[config.mk]
export PLATFORM = sky130hd
export DESIGN_NAME = adc_conversion_control
export DESIGN_NICKNAME = d
export VERILOG_FILES = /design/src/adc_ctrl_pkg.sv /design/src/adc_conversion_control.sv
export SDC_FILE = /design/constraint.sdc
export NUM_CORES = 1
export LEC_CHECK = 0
export CAP_MARGIN = 40
export CORE_MARGIN = 8
export CORE_UTILIZATION = 64
export DETAILED_ROUTE_END_ITERATION = 10
export DONT_BUFFER_PORTS = 1
export GPL_TIMING_DRIVEN = 0
export PLACE_DENSITY = 0.8
export SLEW_MARGIN = 15
export SYNTH_ARGS = -nofsm -noshare
export SYNTH_HDL_FRONTEND = slang
export SYNTH_SLANG_ARGS = --single-unit
[constraint.sdc]
create_clock -name sys_clk -period 5.5 [get_ports sys_clk]
set_input_delay 1.1 -clock sys_clk [delete_from_list [all_inputs] [get_ports sys_clk]]
set_output_delay 1.1 -clock sys_clk [all_outputs]
set_load 0.1 [all_outputs]
[src/adc_ctrl_pkg.sv]
package adc_ctrl_pkg;

  // Avalon byte address width; each register takes one word at index * 4
  localparam int          ADDR_W         = 7;
  localparam logic [4:0]  IDX_MAIN       = 5'h00;
  localparam logic [4:0]  IDX_ACCUM      = 5'h01;
  localparam logic [4:0]  IDX_REFCLK     = 5'h02;
  localparam logic [4:0]  IDX_DELAY      = 5'h03;
  localparam logic [4:0]  IDX_WINDOW     = 5'h04;
  localparam logic [4:0]  IDX_SAMPLE_HOLD_LENGTH    = 5'h05;
  localparam logic [4:0]  IDX_COMMAND    = 5'h08;
  localparam logic [4:0]  IDX_IRQ_MASK   = 5'h0A;
  localparam logic [4:0]  IDX_IRQ_STATUS = 5'h0B;
  localparam logic [4:0]  IDX_RESULT     = 5'h10;
  localparam logic [4:0]  IDX_WIN_LOW    = 5'h12;
  localparam logic [4:0]  IDX_WIN_HIGH   = 5'h14;

  // Field positions
  localparam int MAIN_ENABLE_BIT   = 0;
  localparam int MAIN_RESOLUTION_SELECT_BIT   = 2;
  localparam int MAIN_STBYRUN_BIT  = 7;
  localparam int ACC_LSB           = 0;
  localparam int ADC_CLK_DIVIDER_LSB         = 0;
  localparam int REF_LSB           = 4;
  localparam int CAP_BIT           = 6;
  localparam int SPACING_LSB       = 0;
  localparam int AUTOVARY_BIT      = 4;
  localparam int INIT_SETTLE_DELAY_LSB       = 5;
  localparam int WINMODE_LSB       = 0;
  localparam int SAMPLE_HOLD_LENGTH_LSB       = 0;
  localparam int CMD_START_BIT     = 0;
  localparam int IRQ_RESULT_READY_FLAG_BIT    = 0;
  localparam int IRQ_WINDOW_BIT    = 1;

  // Reset values
  localparam logic [7:0]  RST_REG8       = 8'h00;
  localparam logic [15:0] RST_REG16      = 16'h0000;

  // Codes and timing counts in converter clock cycles
  localparam logic [2:0]  ACC_MAX_CODE   = 3'h6;
  localparam logic [2:0]  INIT_MAX_CODE  = 3'h5;
  localparam logic [1:0]  REF_MAX_CODE   = 2'h1;
  localparam logic [8:0]  INIT_UNIT      = 9'h008;
  localparam logic [8:0]  PIPE_CYCLES    = 9'h00B;
  localparam logic [8:0]  HOLD_BASE      = 9'h002;

  localparam logic [2:0]  WIN_NONE       = 3'h0;
  localparam logic [2:0]  WIN_BELOW      = 3'h1;
  localparam logic [2:0]  WIN_ABOVE      = 3'h2;
  localparam logic [2:0]  WIN_INSIDE     = 3'h3;
  localparam logic [2:0]  WIN_OUTSIDE    = 3'h4;

  typedef enum logic [4:0] {
    ST_IDLE    = 5'h01,
    ST_SETTLE  = 5'h02,
    ST_SAMPLE  = 5'h04,
    ST_CONVERT = 5'h08,
    ST_SPACE   = 5'h10
  } conv_state_t;

endpackage
[src/adc_conversion_control.sv]
`timescale 1ns/1ps
// Overview of operation
// - Converter keeps running in standby sleep only with standby_run set.
// - Resolution select 0 passes the full 10-bit value on.
// - Resolution select 1 keeps the upper 8 bits, dropping the two lowest.
// - Enable bit 0 disables the converter, 1 enables it.
// - Accumulate 2^code samples per conversion; code 0 single, 6 gives 64, 7 reserved.
// - Capacitance select 0 normal, 1 reduced sampling capacitance.
// - Reference code 0 internal, 1 supply, others reserved.
// - Reference change during conversion applies only once the result is ready.
// - Converter clock is peripheral clock divided by 2^(code+1).
// - Settling delay 0,16,32,64,128,256 converter cycles on init or reference change.
// - Total initial delay adds a fixed 11-cycle pipeline delay.
// - Auto delay variation increments the sample spacing field after each sample.
// - With auto variation the spacing field wraps from 0xF to 0x0.
// - Wait 0 to 15 cycles between consecutive samples, only while accumulating.
// - Window comparison uses the 16-bit result and 16-bit thresholds.
// - Window modes: none, below, above, strictly inside, not strictly inside.
// - Hold sample for length plus 2 cycles, then 11 pipeline cycles to finish.
// - Set the result-ready flag when a conversion completes.
module adc_conversion_control
  import adc_ctrl_pkg::*;
(
  // Clock and reset
  input  wire logic              sys_clk,
  input  wire logic              resetn,
  // Avalon-MM slave
  input  wire logic [ADDR_W-1:0] address,
  input  wire logic              read,
  input  wire logic              write,
  input  wire logic [31:0]       writedata,
  input  wire logic [3:0]        byteenable,
  output logic      [31:0]       readdata,
  output logic                   waitrequest,
  // System and trigger
  input  wire logic              standbySleep,
  input  wire logic              startTrigger,
  // Analog converter side
  input  wire logic [9:0]        rawSample,
  output logic                   converterOn,
  output logic                   sampleCapReduced,
  output logic      [1:0]        refSelect,
  output logic                   sampleHold,
  output logic                   adcClkTick,
  // Results and events
  output logic      [15:0]       conversionResult,
  output logic                   resultReadyPulse,
  output logic                   windowHitPulse,
  output logic                   busy,
  output logic                   irq
);

  logic [7:0]  mainCtrl_ff, nxt_mainCtrl;
  logic [7:0]  accumCfg_ff, nxt_accumCfg;
  logic [7:0]  refClkCfg_ff, nxt_refClkCfg;
  logic [7:0]  delayCfg_ff, nxt_delayCfg;
  logic [7:0]  windowCfg_ff, nxt_windowCfg;
  logic [7:0]  sampLenCfg_ff, nxt_sampLenCfg;
  logic [1:0]  irqMask_ff, nxt_irqMask;
  logic [1:0]  irqStatus_ff, nxt_irqStatus;
  logic [15:0] winLow_ff, nxt_winLow;
  logic [15:0] winHigh_ff, nxt_winHigh;
  logic        ack_ff, nxt_ack;
  logic [31:0] readdata_ff, nxt_readdata;
  logic        startReq_ff, nxt_startReq;

  conv_state_t state_ff, nxt_state;
  logic [8:0]  cnt_ff, nxt_cnt;
  logic [6:0]  left_ff, nxt_left;
  logic [15:0] accum_ff, nxt_accum;
  logic [15:0] result_ff, nxt_result;
  logic        result_ready_flag_ff, nxt_result_ready_flag;
  logic        winHit_ff, nxt_winHit;
  logic [1:0]  refActive_ff, nxt_refActive;
  logic        initPending_ff, nxt_initPending;
  logic        activePrev_ff, nxt_activePrev;
  logic [7:0]  adc_clk_divider_ff, nxt_adc_clk_divider;
  logic [9:0]  rawMeta_ff, rawSync_ff;

  logic [4:0]  regIdx;
  logic        idxAligned, wrCommit, rdCommit, active, tick;
  logic [7:0]  prescLimit;
  logic [2:0]  accCode, initCode;
  logic [6:0]  sampleTotal;
  logic [8:0]  initTotal, holdTotal;
  logic [3:0]  spacing;
  logic [15:0] sampleVal, sumVal;
  logic        winMatch, convDone, autoStep, launch;

  assign regIdx     = address[ADDR_W-1:2];
  assign idxAligned = (address[1:0] == 2'h0);
  assign wrCommit   = write & ack_ff & idxAligned;
  assign rdCommit   = read & ack_ff & idxAligned;
  assign waitrequest = (read | write) & ~ack_ff;

  // Converter runs when enabled, and in standby only with run-in-standby set
  assign active = mainCtrl_ff[MAIN_ENABLE_BIT] &
                  (~standbySleep | mainCtrl_ff[MAIN_STBYRUN_BIT]);

  // Divide by 2^(code+1): tick every (2 << code) peripheral cycles
  assign prescLimit = 8'((9'h002 << refClkCfg_ff[ADC_CLK_DIVIDER_LSB +: 3]) - 9'h001);
  assign tick       = active & (adc_clk_divider_ff == prescLimit);

  // Reserved codes fall back to the nearest defined code
  assign accCode  = (accumCfg_ff[ACC_LSB +: 3] > ACC_MAX_CODE) ?
                    ACC_MAX_CODE : accumCfg_ff[ACC_LSB +: 3];
  assign initCode = (delayCfg_ff[INIT_SETTLE_DELAY_LSB +: 3] > INIT_MAX_CODE) ?
                    INIT_MAX_CODE : delayCfg_ff[INIT_SETTLE_DELAY_LSB +: 3];
  assign sampleTotal = 7'(8'h01 << accCode);
  assign initTotal   = ((initCode == 3'h0) ? 9'h000 : (INIT_UNIT << initCode))
                       + PIPE_CYCLES;
  assign holdTotal   = {4'h0, sampLenCfg_ff[SAMPLE_HOLD_LENGTH_LSB +: 5]} + HOLD_BASE;
  assign spacing     = delayCfg_ff[SPACING_LSB +: 4];

  assign sampleVal = mainCtrl_ff[MAIN_RESOLUTION_SELECT_BIT] ?
                     {8'h00, rawSync_ff[9:2]} :
                     {6'h00, rawSync_ff};
  assign sumVal    = accum_ff + sampleVal;

  assign convDone = (state_ff == ST_CONVERT) & tick & (cnt_ff == 9'h001) &
                    (left_ff == 7'h01);
  assign autoStep = (state_ff == ST_CONVERT) & tick & (cnt_ff == 9'h001) &
                    delayCfg_ff[AUTOVARY_BIT];
  assign launch   = (state_ff == ST_IDLE) & active & ~initPending_ff & startReq_ff &
                    (refClkCfg_ff[REF_LSB +: 2] == refActive_ff);

  // Window check on the value about to be stored
  always_comb begin
    case (windowCfg_ff[WINMODE_LSB +: 3])
      WIN_BELOW:   winMatch = sumVal < winLow_ff;
      WIN_ABOVE:   winMatch = sumVal > winHigh_ff;
      WIN_INSIDE:  winMatch = (sumVal > winLow_ff) & (sumVal < winHigh_ff);
      WIN_OUTSIDE: winMatch = ~((sumVal > winLow_ff) & (sumVal < winHigh_ff));
      default:     winMatch = 1'b0;
    endcase
  end

  // Register file and bus slave
  always_comb begin
    nxt_mainCtrl   = mainCtrl_ff;
    nxt_accumCfg   = accumCfg_ff;
    nxt_refClkCfg  = refClkCfg_ff;
    nxt_delayCfg   = delayCfg_ff;
    nxt_windowCfg  = windowCfg_ff;
    nxt_sampLenCfg = sampLenCfg_ff;
    nxt_irqMask    = irqMask_ff;
    nxt_irqStatus  = irqStatus_ff;
    nxt_winLow     = winLow_ff;
    nxt_winHigh    = winHigh_ff;
    nxt_startReq   = startReq_ff;
    nxt_ack        = (read | write) & ~ack_ff;
    nxt_readdata   = readdata_ff;
    if (nxt_ack && read) begin
      nxt_readdata = 32'h00000000;
      if (idxAligned) begin
        case (regIdx)
          IDX_MAIN:       nxt_readdata[7:0] = mainCtrl_ff & 8'h85;
          IDX_ACCUM:      nxt_readdata[7:0] = accumCfg_ff & 8'h07;
          IDX_REFCLK:     nxt_readdata[7:0] = refClkCfg_ff & 8'h77;
          IDX_DELAY:      nxt_readdata[7:0] = delayCfg_ff;
          IDX_WINDOW:     nxt_readdata[7:0] = windowCfg_ff & 8'h07;
          IDX_SAMPLE_HOLD_LENGTH:    nxt_readdata[7:0] = sampLenCfg_ff & 8'h1F;
          IDX_COMMAND:    nxt_readdata[CMD_START_BIT] = busy;
          IDX_IRQ_MASK:   nxt_readdata[1:0] = irqMask_ff;
          IDX_IRQ_STATUS: nxt_readdata[1:0] = irqStatus_ff;
          IDX_RESULT:     nxt_readdata[15:0] = result_ff;
          IDX_WIN_LOW:    nxt_readdata[15:0] = winLow_ff;
          IDX_WIN_HIGH:   nxt_readdata[15:0] = winHigh_ff;
          default:        nxt_readdata = 32'h00000000;
        endcase
      end
    end
    if (wrCommit && byteenable[0]) begin
      case (regIdx)
        IDX_MAIN:     nxt_mainCtrl   = writedata[7:0];
        IDX_ACCUM:    nxt_accumCfg   = writedata[7:0];
        IDX_REFCLK:   nxt_refClkCfg  = writedata[7:0];
        IDX_DELAY:    nxt_delayCfg   = writedata[7:0];
        IDX_WINDOW:   nxt_windowCfg  = writedata[7:0];
        IDX_SAMPLE_HOLD_LENGTH:  nxt_sampLenCfg = writedata[7:0];
        IDX_IRQ_MASK: nxt_irqMask    = writedata[1:0];
        IDX_COMMAND: begin
          if (writedata[CMD_START_BIT]) begin
            nxt_startReq = 1'b1;
          end
        end
        IDX_WIN_LOW:  nxt_winLow[7:0]  = writedata[7:0];
        IDX_WIN_HIGH: nxt_winHigh[7:0] = writedata[7:0];
        default: ;
      endcase
    end
    if (wrCommit && byteenable[1]) begin
      case (regIdx)
        IDX_WIN_LOW:  nxt_winLow[15:8]  = writedata[15:8];
        IDX_WIN_HIGH: nxt_winHigh[15:8] = writedata[15:8];
        default: ;
      endcase
    end
    // Spacing field steps after every sample and wraps at 0xF
    if (autoStep) begin
      nxt_delayCfg[SPACING_LSB +: 4] = spacing + 4'h1;
    end
    if (startTrigger) begin
      nxt_startReq = 1'b1;
    end
    if (launch) begin
      nxt_startReq = startTrigger;
    end
    if (!mainCtrl_ff[MAIN_ENABLE_BIT]) begin
      nxt_startReq = 1'b0;
    end
    // Read clears status; a new event in the same cycle wins
    if (rdCommit && (regIdx == IDX_IRQ_STATUS)) begin
      nxt_irqStatus = 2'h0;
    end
    if (result_ready_flag_ff) begin
      nxt_irqStatus[IRQ_RESULT_READY_FLAG_BIT] = 1'b1;
    end
    if (winHit_ff) begin
      nxt_irqStatus[IRQ_WINDOW_BIT] = 1'b1;
    end
  end

  always_ff @(posedge sys_clk or negedge resetn) begin
    if (!resetn) begin
      mainCtrl_ff   <= RST_REG8;
      accumCfg_ff   <= RST_REG8;
      refClkCfg_ff  <= RST_REG8;
      delayCfg_ff   <= RST_REG8;
      windowCfg_ff  <= RST_REG8;
      sampLenCfg_ff <= RST_REG8;
      irqMask_ff    <= 2'h0;
      irqStatus_ff  <= 2'h0;
      winLow_ff     <= RST_REG16;
      winHigh_ff    <= RST_REG16;
      ack_ff        <= 1'b0;
      readdata_ff   <= 32'h00000000;
      startReq_ff   <= 1'b0;
    end else begin
      mainCtrl_ff   <= nxt_mainCtrl;
      accumCfg_ff   <= nxt_accumCfg;
      refClkCfg_ff  <= nxt_refClkCfg;
      delayCfg_ff   <= nxt_delayCfg;
      windowCfg_ff  <= nxt_windowCfg;
      sampLenCfg_ff <= nxt_sampLenCfg;
      irqMask_ff    <= nxt_irqMask;
      irqStatus_ff  <= nxt_irqStatus;
      winLow_ff     <= nxt_winLow;
      winHigh_ff    <= nxt_winHigh;
      ack_ff        <= nxt_ack;
      readdata_ff   <= nxt_readdata;
      startReq_ff   <= nxt_startReq;
    end
  end

  // Conversion sequencer
  always_comb begin
    nxt_state       = state_ff;
    nxt_cnt         = cnt_ff;
    nxt_left        = left_ff;
    nxt_accum       = accum_ff;
    nxt_result      = result_ff;
    nxt_result_ready_flag      = 1'b0;
    nxt_winHit      = 1'b0;
    nxt_refActive   = refActive_ff;
    nxt_initPending = initPending_ff;
    nxt_activePrev  = active;
    nxt_adc_clk_divider       = tick ? 8'h00 : (active ? adc_clk_divider_ff + 8'h01 : 8'h00);
    if (active && !activePrev_ff) begin
      nxt_initPending = 1'b1;
    end
    // Reference follows the register only between conversions
    if ((state_ff == ST_IDLE || convDone) &&
        (refClkCfg_ff[REF_LSB +: 2] != refActive_ff)) begin
      nxt_refActive   = refClkCfg_ff[REF_LSB +: 2];
      nxt_initPending = 1'b1;
    end
    case (state_ff)
      ST_IDLE: begin
        if (active && initPending_ff) begin
          nxt_state = ST_SETTLE;
          nxt_cnt   = initTotal;
        end else if (launch) begin
          nxt_state = ST_SAMPLE;
          nxt_cnt   = holdTotal;
          nxt_left  = sampleTotal;
          nxt_accum = 16'h0000;
        end
      end
      ST_SETTLE: begin
        if (tick) begin
          if (cnt_ff == 9'h001) begin
            nxt_state       = ST_IDLE;
            nxt_initPending = 1'b0;
          end else begin
            nxt_cnt = cnt_ff - 9'h001;
          end
        end
      end
      ST_SAMPLE: begin
        if (tick) begin
          if (cnt_ff == 9'h001) begin
            nxt_state = ST_CONVERT;
            nxt_cnt   = PIPE_CYCLES;
          end else begin
            nxt_cnt = cnt_ff - 9'h001;
          end
        end
      end
      ST_CONVERT: begin
        if (tick) begin
          if (cnt_ff != 9'h001) begin
            nxt_cnt = cnt_ff - 9'h001;
          end else if (left_ff == 7'h01) begin
            nxt_state  = ST_IDLE;
            nxt_result = sumVal;
            nxt_result_ready_flag = 1'b1;
            nxt_winHit = winMatch;
          end else begin
            nxt_accum = sumVal;
            nxt_left  = left_ff - 7'h01;
            if (spacing == 4'h0) begin
              nxt_state = ST_SAMPLE;
              nxt_cnt   = holdTotal;
            end else begin
              nxt_state = ST_SPACE;
              nxt_cnt   = {5'h00, spacing};
            end
          end
        end
      end
      ST_SPACE: begin
        if (tick) begin
          if (cnt_ff == 9'h001) begin
            nxt_state = ST_SAMPLE;
            nxt_cnt   = holdTotal;
          end else begin
            nxt_cnt = cnt_ff - 9'h001;
          end
        end
      end
      default: begin
        nxt_state = ST_IDLE;
      end
    endcase
    // Clearing enable abandons any conversion in progress
    if (!mainCtrl_ff[MAIN_ENABLE_BIT]) begin
      nxt_state       = ST_IDLE;
      nxt_initPending = 1'b0;
    end
  end

  always_ff @(posedge sys_clk or negedge resetn) begin
    if (!resetn) begin
      state_ff       <= ST_IDLE;
      cnt_ff         <= 9'h000;
      left_ff        <= 7'h00;
      accum_ff       <= RST_REG16;
      result_ff      <= RST_REG16;
      result_ready_flag_ff      <= 1'b0;
      winHit_ff      <= 1'b0;
      refActive_ff   <= 2'h0;
      initPending_ff <= 1'b0;
      activePrev_ff  <= 1'b0;
      adc_clk_divider_ff       <= 8'h00;
      rawMeta_ff     <= 10'h000;
      rawSync_ff     <= 10'h000;
    end else begin
      state_ff       <= nxt_state;
      cnt_ff         <= nxt_cnt;
      left_ff        <= nxt_left;
      accum_ff       <= nxt_accum;
      result_ff      <= nxt_result;
      result_ready_flag_ff      <= nxt_result_ready_flag;
      winHit_ff      <= nxt_winHit;
      refActive_ff   <= nxt_refActive;
      initPending_ff <= nxt_initPending;
      activePrev_ff  <= nxt_activePrev;
      adc_clk_divider_ff       <= nxt_adc_clk_divider;
      rawMeta_ff     <= rawSample;
      rawSync_ff     <= rawMeta_ff;
    end
  end

  assign readdata         = readdata_ff;
  assign converterOn      = activePrev_ff;
  assign sampleCapReduced = refClkCfg_ff[CAP_BIT];
  assign refSelect        = (refActive_ff > REF_MAX_CODE) ? REF_MAX_CODE :
                            refActive_ff;
  assign sampleHold       = (state_ff == ST_SAMPLE);
  assign adcClkTick       = tick;
  assign conversionResult = result_ff;
  assign resultReadyPulse = result_ready_flag_ff;
  assign windowHitPulse   = winHit_ff;
  assign busy             = (state_ff != ST_IDLE) || startReq_ff;
  assign irq              = |(irqStatus_ff & irqMask_ff);

endmodule

==> flow_summary_export.csv, run 1 <==
group,metric,value,unit
synthesis,ys_seq_area_frac,0.435,
timing,layout_setup_ws,216,ps
timing,layout_min_cycle_time,5280,ps
cells_and_area,syn_to_final_growth,21.4,%
timing,finalHoldViolCount,0,
cells_and_area,n_antenna_cell,0,
detailed_routing,routedLengthMet1,10.7,mm
clocking,clock_path_buffers,2,
worst_hold_path,worstHoldPathType,"input pin to asynchronous set/reset pin",
global_routing,antenna_found_initial,0,
detailed_routing,drt_iter0_markers,1044,
clocking,root_buffer,"clkbuf_16",
synthesis,synthArstFlopShare,1.00,
worst_setup_path,timing_worst_setup_path_type,"flip-flop to flip-flop",
timing,maxSlewHeadroom,0.424,
clocking,cts_tree,"yes",
detailed_routing,dr_total_vias,8490,
worst_setup_path,crit_path_end,"windowHitPulse",
synthesis,yosysUniqueCellTypes,85,
timing,period_share,0.961,
cells_and_area,final_cell_mix,"167 x dfrtp_1, 79 x nand2_1, 76 x mux2_2, 62 x nor2_1, 54 x o21ai_0",
cells_and_area,fin_cells,1262,
placement,dpl_worst_slack,-515,ps
timing,slew_violations,0,
floorplan,fp.dieW,139,um
detailed_routing,totalWireLength,29.4,mm
cells_and_area,utilization,0.785,
pwr,ir_worst_vdd,0.290,mV
worst_setup_path,worst-path-buf-inv,0,
global_routing,track_usage,0.301,
cells_and_area,final_common_cell,"dfrtp_1",
placement,place_inst,1230,
timing,worst_pin_slew,861,ps
worst_setup_path,crit_family,"compound AO/OA/AOI/OAI gates",
detailed_routing,viasPerCell,6.73,
timing,rsz0062_at_grt,"no",
floorplan,coreArea,0.0150,mm2
synthesis,synth_edf_count,0,
global_routing,grt_pass1_wl,45.8,mm
worst_setup_path,rr_endpoint,"windowHitPulse",
detailed_routing,ant_nets,0,
worst_setup_path,critPathMaxStageDelay,570,ps
synthesis,ys_ff_latch,169,
global_routing,grt_overflow,0,
clocking,cts.sinks,169,
worst_setup_path,worstPathMaxFanout,12,
cells_and_area,drive_above_1_share,0.194,
placement,place_hpwl,20.4,mm
detailed_routing,dr.pass1.iters,8,
outcome,status,"finished, final reports clean",
synthesis,synthFlopType,"dfrtp_1",
global_routing,grt_pass1_vias,8534,
clocking,cts-htree-levels,4,
worst_setup_path,r2r_start,"mainCtrl_ff[2]",
pwr,p_total,2.68,mW
floorplan,io_pins,118,
worst_setup_path,start_kind,"flip-flop",
pwr,power_leakage,5.34,nW
worst_setup_path,worstRegToRegCells,17,
clocking,insertion_delay,440,ps
timing,max_freq,0.189,GHz
synthesis,synth_area,0.00972,mm2
worst_setup_path,critPathSlowestCell,"dfrtp_2",
detailed_routing,wl_met2,14.1,mm
worst_setup_path,required,5820,ps
placement,io_buffer_count,0,
cells_and_area,final_net_count,1172,
global_routing,grt_max_degree,170,
worst_setup_path,crit_arrival,5610,ps
synthesis,yosysWarnings,0,
floorplan,rows,45,
synthesis,syn-mean-instance-area,10.1,um2
clocking,path_clk_slew,70,ps
worst_setup_path,crit_cells,17,
detailed_routing,highest_layer,"met4",
worst_setup_path,path_cells,"mux2_2, ha_1, fa_1, a21oi_1, o211ai_1, o41ai_2, o21ai_1, nand3_1, xnor2_1, ha_1, nand4_1, or4_1, a21oi_1, or3b_2, a211oi_2, nor4b_1, o31a_1",
placement,routabilityCongestion,0.902,
clocking,ctsHoldBuffers,0,
pwr,pwr_density_cell,228,mW/mm2
floorplan,initial_core_util,0.646,
job,maxCapViolCount,0,
timing,finalSetupViolCount,0,
floorplan,die_h,139,um
worst_setup_path,end_kind,"flip-flop",
detailed_routing,drc,0,
detailed_routing,route.met3.wl,2.87,mm
clocking,cts_buffers,17,
detailed_routing,wl_per_cell,23.3,um
floorplan,die-area,0.0194,mm2
worst_setup_path,crit_start,"mainCtrl_ff[2]",
worst_setup_path,reg2reg_slack,220,ps
timing,skew,19.9,ps
synthesis,syn_inst,958,
cell type report:
class | count | area [um2]
Clock buffer | 18 | 429
Timing Repair Buffer | 70 | 1190
Clock inverter | 13 | 145
Multi-Input combinational cell | 697 | 5050
Sequential cell | 169 | 4230
Inverter | 54 | 203
Tap cell | 188 | 235
Buffer | 53 | 314
Fill cell | 860 | 3240
state kept, by name (all words and copies together), names as in the netlist, 2 cells and up:
register	flops
rawMeta_ff	10
left_ff	7
refActive_ff	2
delayCfg_ff	8
irqStatus_ff	2
refClkCfg_ff	6
state_ff	5
adc_clk_divider_ff	8
cnt_ff	9
windowCfg_ff	3
irqMask_ff	2
accum_ff	16
accumCfg_ff	3
mainCtrl_ff	3
readdata	16
winLow_ff	16
winHigh_ff	16
sampLenCfg_ff	5
conversionResult	16
rawSync_ff	10
synthesized netlist by cell type (all sizes together), types with 4 or more instances:
| library cell | instances | area [um2] |
|---|---|---|
| and3 | 11 | 68.8 |
| inv | 54 | 203 |
| nand4 | 15 | 109 |
| mux2i | 4 | 40.0 |
| nand2 | 80 | 303 |
| a22oi | 15 | 113 |
| a211o | 5 | 43.8 |
| nor2b | 9 | 56.3 |
| clkbuf | 19 | 71.3 |
| o22ai | 4 | 25.0 |
| a21o | 9 | 67.6 |
| a31oi | 7 | 43.8 |
| ha | 50 | 626 |
| a21oi | 40 | 200 |
| mux2 | 83 | 938 |
| a22o | 15 | 131 |
| nand3b | 4 | 30.0 |
| or3 | 4 | 25.0 |
| dfrtp | 168 | 4200 |
| nor3 | 27 | 135 |
| o21ai | 61 | 305 |
| xor2 | 12 | 105 |
| o211ai | 4 | 30.0 |
| a221o | 10 | 100 |
| nand2b | 9 | 56.3 |
| and2 | 6 | 37.5 |
| nor3b | 5 | 37.5 |
| nor4b | 7 | 61.3 |
| buf | 35 | 246 |
| a221oi | 13 | 138 |
| xnor2 | 17 | 149 |
| nand3 | 25 | 130 |
| o31ai | 5 | 37.5 |
| nor2 | 66 | 255 |
how the worst min path moves through the flow:
stage	startpoint	endpoint	slack (ps)	depth (start not counted)
4_1_cts	resetn	readdata[9]	350	0
3_5_place_dp	rawMeta_ff[2]	rawSync_ff[2]	330	0
3_3_place_gp	rawMeta_ff[8]	rawSync_ff[8]	330	0
5_1_grt	resetn	adc_clk_divider_ff[5]	340	0
2_1_floorplan	rawMeta_ff[0]	rawSync_ff[0]	330	0
6_report	resetn	adc_clk_divider_ff[4]	350	0
per-layer routing:
metal  vias to the layer above  track usage
met5                         -            0
met4                         0        0.185
met3                       155       0.0975
met2                       525        0.494
met1                      4121        0.336
li1                       3689            -
stage by stage:
step	instance area, um2	hold slack (ps)	TNS, ps
6_report	11800	349	0
5_1_grt	11800	340	0
4_1_cts	11700	347	0
3_5_place_dp	11200	335	-515
3_3_place_gp	10000	332	-331
2_1_floorplan	9780	331	0
report_power, final:
group | total, mW | switching (mW) | internal [mW] | leakage (nW)
clock network | 1.20 | 0.529 | 0.671 | 0.278
logic | 0.199 | 0.138 | 0.0606 | 2.81
registers | 1.29 | 0.0214 | 1.26 | 2.25
total | 2.68 | 0.688 | 2.00 | 5.34
timing repair:
action	in CTS	in global routing
buffers inserted	0	0
setup endpoints to repair	1	1
gates resized for setup	2	4
logic make-up after synthesis:
family                     count (synthesis)  synth area share
AOI/OAI and AO/OA                        226             0.165
xor gates and xnor gates                  29            0.0261
adders and majority gates                 51            0.0665
buffers and inverters                    108            0.0536
DFF                                      169             0.435
muxes                                     87             0.101
other                                      1          0.000386
and+or+nand+nor                          287             0.153
No activity file was read; power rests on OpenSTA's default activity.
==> inputs of run 2 (changes only) <==
- BUFFER_PORTS_ARGS: not set -> -buffer_cell sky130_fd_sc_hd__buf_2
- CORE_UTILIZATION: 64 -> 59
- DONT_BUFFER_PORTS: 1 -> not set
- PLACE_DENSITY: 0.8 -> 0.81
==> run 2 against run 1 <==
Against the previous run:
- clock-buffer cell count unchanged
- clock power decreased by 3%
- sequential cell count unchanged
- combinational power increased by 15%
- register-to-register slack improved by 190 ps
- clock skew decreased by 9.0 ps
- global-route usage decreased by 5.3 points
- sequential share of layout area increased by 2.3 points
- critical path depth unchanged
- via count decreased by 6.8%
- power decreased by 0.47%
- sequential power about the same
- highest routed layer unchanged
==> flow_summary_export.csv, run 2 (synthesis gave the netlist of run 1 again) <==
group,metric,value,unit
worst_setup_path,worstRegToRegCells,17,
detailed_routing,dr.pass1.iters,5,
worst_hold_path,min_path_cells,0,
outcome,status,"finished, final reports clean",
pwr,power_leakage,5.25,nW
cells_and_area,syn_to_final_growth,13.9,%
floorplan,rows,47,
global_routing,grt_overflow,0,
timing,finalHoldViolCount,0,
timing,slew_violations,0,
cells_and_area,final_common_cell,"dfrtp_1",
detailed_routing,drc,0,
timing,max_freq,0.196,GHz
detailed_routing,totalWireLength,24.9,mm
worst_hold_path,hold_end,"rawSync_ff[4]",
cells_and_area,n_antenna_cell,0,
worst_setup_path,start_kind,"flip-flop",
timing,fin_setup_tns,0,ps
clocking,clock_path_buffers,2,
clocking,cts_tree,"yes",
global_routing,antenna_found_initial,0,
floorplan,fp.dieW,144,um
pwr,pwr_density_cell,241,mW/mm2
detailed_routing,dr_total_vias,7914,
global_routing,grt_max_degree,108,
worst_setup_path,worstPathMaxFanout,12,
cells_and_area,nFillCells,1280,
worst_setup_path,crit_arrival,5410,ps
timing,rsz0062_at_grt,"no",
clocking,root_buffer,"clkbuf_16",
worst_setup_path,reg2reg_slack,400,ps
timing,maxSlewHeadroom,0.443,
worst_setup_path,r2r_start,"mainCtrl_ff[2]",
clocking,cts.sinks,169,
clocking,insertion_delay,440,ps
global_routing,grt_pass1_vias,7856,
clocking,ctsHoldBuffers,0,
detailed_routing,viasPerCell,6.05,
worst_hold_path,worstHoldPathType,"flip-flop to flip-flop",
pwr,ir_worst_vdd,0.225,mV
worst_setup_path,timing_worst_setup_path_type,"flip-flop to flip-flop",
cells_and_area,drive_above_1_share,0.228,
floorplan,die-area,0.0208,mm2
timing,skew,10.9,ps
timing,period_share,0.927,
cells_and_area,final_net_count,1185,
global_routing,grt_pass1_wl,40.2,mm
timing,finalSetupViolCount,0,
placement,place_hpwl,18.6,mm
detailed_routing,drt_iter0_markers,747,
clocking,cts_buffers,17,
floorplan,die_h,144,um
floorplan,io_pins,118,
clocking,cts-htree-levels,4,
worst_setup_path,required,5820,ps
worst_setup_path,rr_endpoint,"windowHitPulse",
cells_and_area,final_cell_mix,"167 x dfrtp_1, 92 x buf_2, 79 x nand2_1, 76 x mux2_2, 63 x nor2_1",
job,maxCapViolCount,0,
timing,layout_min_cycle_time,5100,ps
detailed_routing,wl_per_cell,19.0,um
floorplan,initial_core_util,0.594,
clocking,path_clk_slew,70,ps
placement,routabilityCongestion,0.889,
cells_and_area,utilization,0.677,
worst_hold_path,min_from,"rawMeta_ff[4]",
floorplan,coreArea,0.0163,mm2
detailed_routing,ant_nets,0,
placement,io_buffer_count,81,
global_routing,track_usage,0.248,
timing,worst_pin_slew,833,ps
worst_setup_path,end_kind,"flip-flop",
run 2: changes by cell type in the layout (fill, tap and decap cells not counted), moves of 2 or more:
| cell | previous run | this run |
|---|---|---|
| buf_1 | 29 | 1 |
| buf_16 | 38 | 1 |
| buf_2 | 12 | 92 |
| inv_6 | 2 | 4 |
run 2: how the worst max path moves through the flow:
stage / startpoint / to / slack (ps) / depth (start not counted)
finish: mainCtrl_ff[2] / windowHitPulse / 400 / 17
global route: mainCtrl_ff[2] / windowHitPulse / 50 / 17
CTS: mainCtrl_ff[2] / windowHitPulse / 60 / 17
detailed placement: mainCtrl_ff[2] / windowHitPulse / -300 / 18
global placement: mainCtrl_ff[2] / windowHitPulse / -310 / 18
floorplan: mainCtrl_ff[2] / windowHitPulse / 830 / 18
run 2: critical path, cell delays in order (launching register included):
cell       delay, ps
dfrtp_2          570
mux2_2           400
ha_1             230
fa_1             410
a21oi_1          220
o211ai_1         160
o41ai_2          360
o21ai_1          270
nand3_1          220
xnor2_1          220
ha_1             330
a21oi_1          150
nand2_1           70
a21o_1           190
a2111oi_1        550
a211oi_1         120
a32o_1           250
o31a_1           240
run 2: what timing repair did:
| item | 4_1_cts | 5_1_grt |
|---|---|---|
| endpoints found under the setup margin | 1 | 1 |
| gates resized for setup | 1 | 3 |
| setup buffers | 0 | 0 |
run 2: cell type report:
class	instances	area, um2	share of cell area
Sequential cell	169	4230	0.382
Buffer	53	314	0.0284
Timing Repair Buffer	83	448	0.0405
Clock inverter	14	136	0.0123
Inverter	54	203	0.0183
Tap cell	220	275	0.0249
Multi-Input combinational cell	697	5030	0.455
Clock buffer	18	429	0.0388
run 2: power breakdown:
group          internal [mW]  leakage, nW  switching (mW)
Sequential              1.26         2.25          0.0198
Combinational         0.0672         2.73           0.161
Clock                  0.632        0.274           0.527
Total                   1.96         5.25           0.708
run 2: routing by layer:
metal	vias to the layer above	part of all wire	routed length, um	track usage
li1	3706	-	-	-
met1	3872	0.43	10700	0.321
met2	282	0.48	12000	0.405
met3	54	0.061	1530	0.0449
met4	0	0.028	699	0.0958
met5	-	0	0	0
run 2: metrics by stage:
stage	power (mW)	instances	worst slack, ps	instance area (um2)	hold slack, ps
2_1_floorplan	1.45	974	831	9780	331
3_3_place_gp	1.53	1275	-311	10500	332
3_5_place_dp	1.53	1277	-300	10500	336
4_1_cts	2.68	1308	57.7	11100	353
5_1_grt	2.75	1308	47.5	11100	355
6_report	2.67	1308	404	11100	349
==> inputs of run 3 (changes only) <==
- PLACE_DENSITY: 0.81 -> 0.85
- clock period: 5.5 -> 4.7 ns (I/O delays scaled with it)
==> run 3 against run 2 <==
Against the previous run:
- critical endpoint unchanged
- core utilization rose by 1.4 points
- via count rose by 4.4%
- largest cell class unchanged
- highest routed layer unchanged
- final cell count rose by 0.54%
- sequential cell count did not move
- global-route usage rose by 1.4 points
- critical path depth rose by 2
- worst hold slack barely moved
- setup slack got worse by 300 ps
- clock power rose by 22%
- die area did not move
==> flow_summary_export.csv, run 3 (synthesis gave the netlist of run 1 again) <==
group,metric,value,unit
outcome,status,"finished, final reports clean",
pwr,p_switching,834,uW
floorplan,coreArea,0.0163,mm2
placement,io_buffer_count,81,
clocking,insertion_delay,440,ps
global_routing,grt_max_degree,65,
timing,worst_pin_slew,818,ps
detailed_routing,totalWireLength,26.5,mm
detailed_routing,highest_layer,"met4",
floorplan,fp.dieW,144,um
pwr,power_leakage,5.35,nW
clocking,cts_tree,"yes",
detailed_routing,dr.pass1.iters,8,
placement,dpl_cell_area,0.0105,mm2
worst_setup_path,end_kind,"flip-flop",
placement,place_hpwl,19.1,mm
detailed_routing,dr_total_vias,8261,
cells_and_area,final_cell_mix,"167 x dfrtp_1, 92 x buf_2, 79 x nand2_1, 76 x mux2_2, 63 x nor2_1",
worst_setup_path,critPathMaxStageDelay,580,ps
worst_setup_path,path_cells,"clkbuf_16, mux2_2, ha_2, fa_2, a21oi_2, o211ai_1, o41ai_2, buf_4, o21ai_2, nand3_2, xnor2_2, ha_1, nand4_1, or4_4, a21oi_2, or3b_4, o21ai_1, nor4b_2, o31a_1",
detailed_routing,viasPerCell,6.28,
pwr,clkPwrFrac,0.442,
timing,slew_violations,0,
floorplan,die_h,144,um
pwr,ir_worst_vdd,0.323,mV
detailed_routing,drt_iter0_markers,716,
cells_and_area,syn_to_final_growth,16.4,%
pwr,seq_power_share,0.470,
global_routing,grt_pass1_vias,8373,
detailed_routing,route.met3.wl,2.05,mm
detailed_routing,ant_nets,0,
clocking,path_clk_slew,70,ps
pwr,combinationalPowerShare,0.088,
timing,holdWs,348,ps
clocking,cts_buffers,17,
global_routing,antenna_found_initial,0,
timing,layout_min_cycle_time,4590,ps
cells_and_area,fin_area,0.0113,mm2
worst_setup_path,timing_worst_setup_path_type,"flip-flop to flip-flop",
global_routing,grt_overflow,0,
timing,fin_setup_tns,0,ps
cells_and_area,n_antenna_cell,0,
detailed_routing,wl_met2,12.9,mm
worst_setup_path,critPathSlowestCell,"or4_4",
global_routing,grt_pass1_wl,42.4,mm
cells_and_area,nFillCells,1195,
worst_setup_path,required,5080,ps
timing,finalSetupViolCount,0,
floorplan,die-area,0.0208,mm2
worst_setup_path,crit_arrival,4970,ps
clocking,cts-htree-levels,4,
cells_and_area,final_common_cell,"dfrtp_1",
clocking,ctsHoldBuffers,0,
floorplan,rows,47,
detailed_routing,drc,0,
global_routing,track_usage,0.261,
clocking,root_buffer,"clkbuf_16",
timing,finalHoldViolCount,0,
job,maxCapViolCount,0,
pwr,pwr_density_cell,283,mW/mm2
worst_hold_path,worstHoldPathType,"flip-flop to flip-flop",
floorplan,initial_core_util,0.594,
pwr,p_total,3.20,mW
worst_setup_path,cp_common_cell,"a21oi_2",
clocking,clock_path_buffers,2,
floorplan,io_pins,118,
placement,dpl_worst_slack,-1230,ps
timing,maxSlewHeadroom,0.453,
worst_setup_path,worstPathMaxFanout,10,
cells_and_area,drive_above_1_share,0.250,
clocking,cts.sinks,169,
pwr,swShare,0.261,
timing,period_share,0.977,
timing,skew,12.2,ps
detailed_routing,routedLengthMet1,10.5,mm
timing,max_freq,0.218,GHz
cells_and_area,final_net_count,1192,
timing,layout_setup_ws,109,ps
pwr,power.internal,2.36,mW
detailed_routing,wl_per_cell,20.1,um
worst_setup_path,start_kind,"flip-flop",
placement,routabilityCongestion,0.897,
## run 3: worst paths after layout
kind	endpoint	cells after the start	slack, ps	from
setup / recovery	windowHitPulse	19	110	mainCtrl_ff[2]
hold / removal	rawSync_ff[6]	0	350	rawMeta_ff[6]
setup reg to reg	windowHitPulse	19	110	mainCtrl_ff[2]
hold reg to reg	rawSync_ff[6]	0	350	rawMeta_ff[6]
max in group asynchronous	accum_ff[6]	3	3350	resetn
min in group asynchronous	adc_clk_divider_ff[2]	1	390	resetn
## run 3: critical path, delay by kind of cell, from the launching register on
family | cells | cell delay (ps)
AND/OR/NAND/NOR | 5 | 1310
AO/OA/AOI/OAI | 7 | 1070
adder cells (fa/ha/maj) | 3 | 910
flip-flops | 1 | 410
buffers and inverters | 2 | 370
multiplexers | 1 | 350
XOR/XNOR | 1 | 120
## run 3: final cells by class
type                       instances  area [um2]  area share
multi-input combinational        697        5150       0.456
timing repair buffer              89         513      0.0454
clock buffer                      22         484      0.0428
inverter                          54         203      0.0179
buffer                            54         339      0.0300
tap                              220         275      0.0243
sequential                       169        4230       0.374
clock inverter                    10         106     0.00941
## run 3: power groups by stage
stage | sequential (mW) | combinational, mW | clock (mW)
after floorplan | 1.52 | 0.178 | 0
after global placement | 1.53 | 0.259 | 0
after detailed placement | 1.53 | 0.271 | 0
after CTS | 1.50 | 0.279 | 1.42
after global routing | 1.50 | 0.306 | 1.48
final | 1.50 | 0.282 | 1.41
## run 3: routing by layer
layer / up-vias / track usage
met5: - / 0
met4: 0 / 0.133
met1: 4081 / 0.319
met2: 376 / 0.425
met3: 74 / 0.0621
li1: 3730 / -
## run 3: per-stage QoR
| stage | util | std cells |
|---|---|---|
| floorplan | - | 974 |
| global placement | 0.640 | 1275 |
| detailed placement | 0.644 | 1278 |
| CTS | 0.688 | 1313 |
| global route | 0.692 | 1315 |
| finish | 0.692 | 1315 |
## run 3: timing repair
item                                   in CTS  in global routing
setup endpoints to repair                   1                  1
pin swaps                                   4                  7
endpoints found under the hold margin       0                  0
gates resized for setup                    25                  7
setup buffers                               3                  2
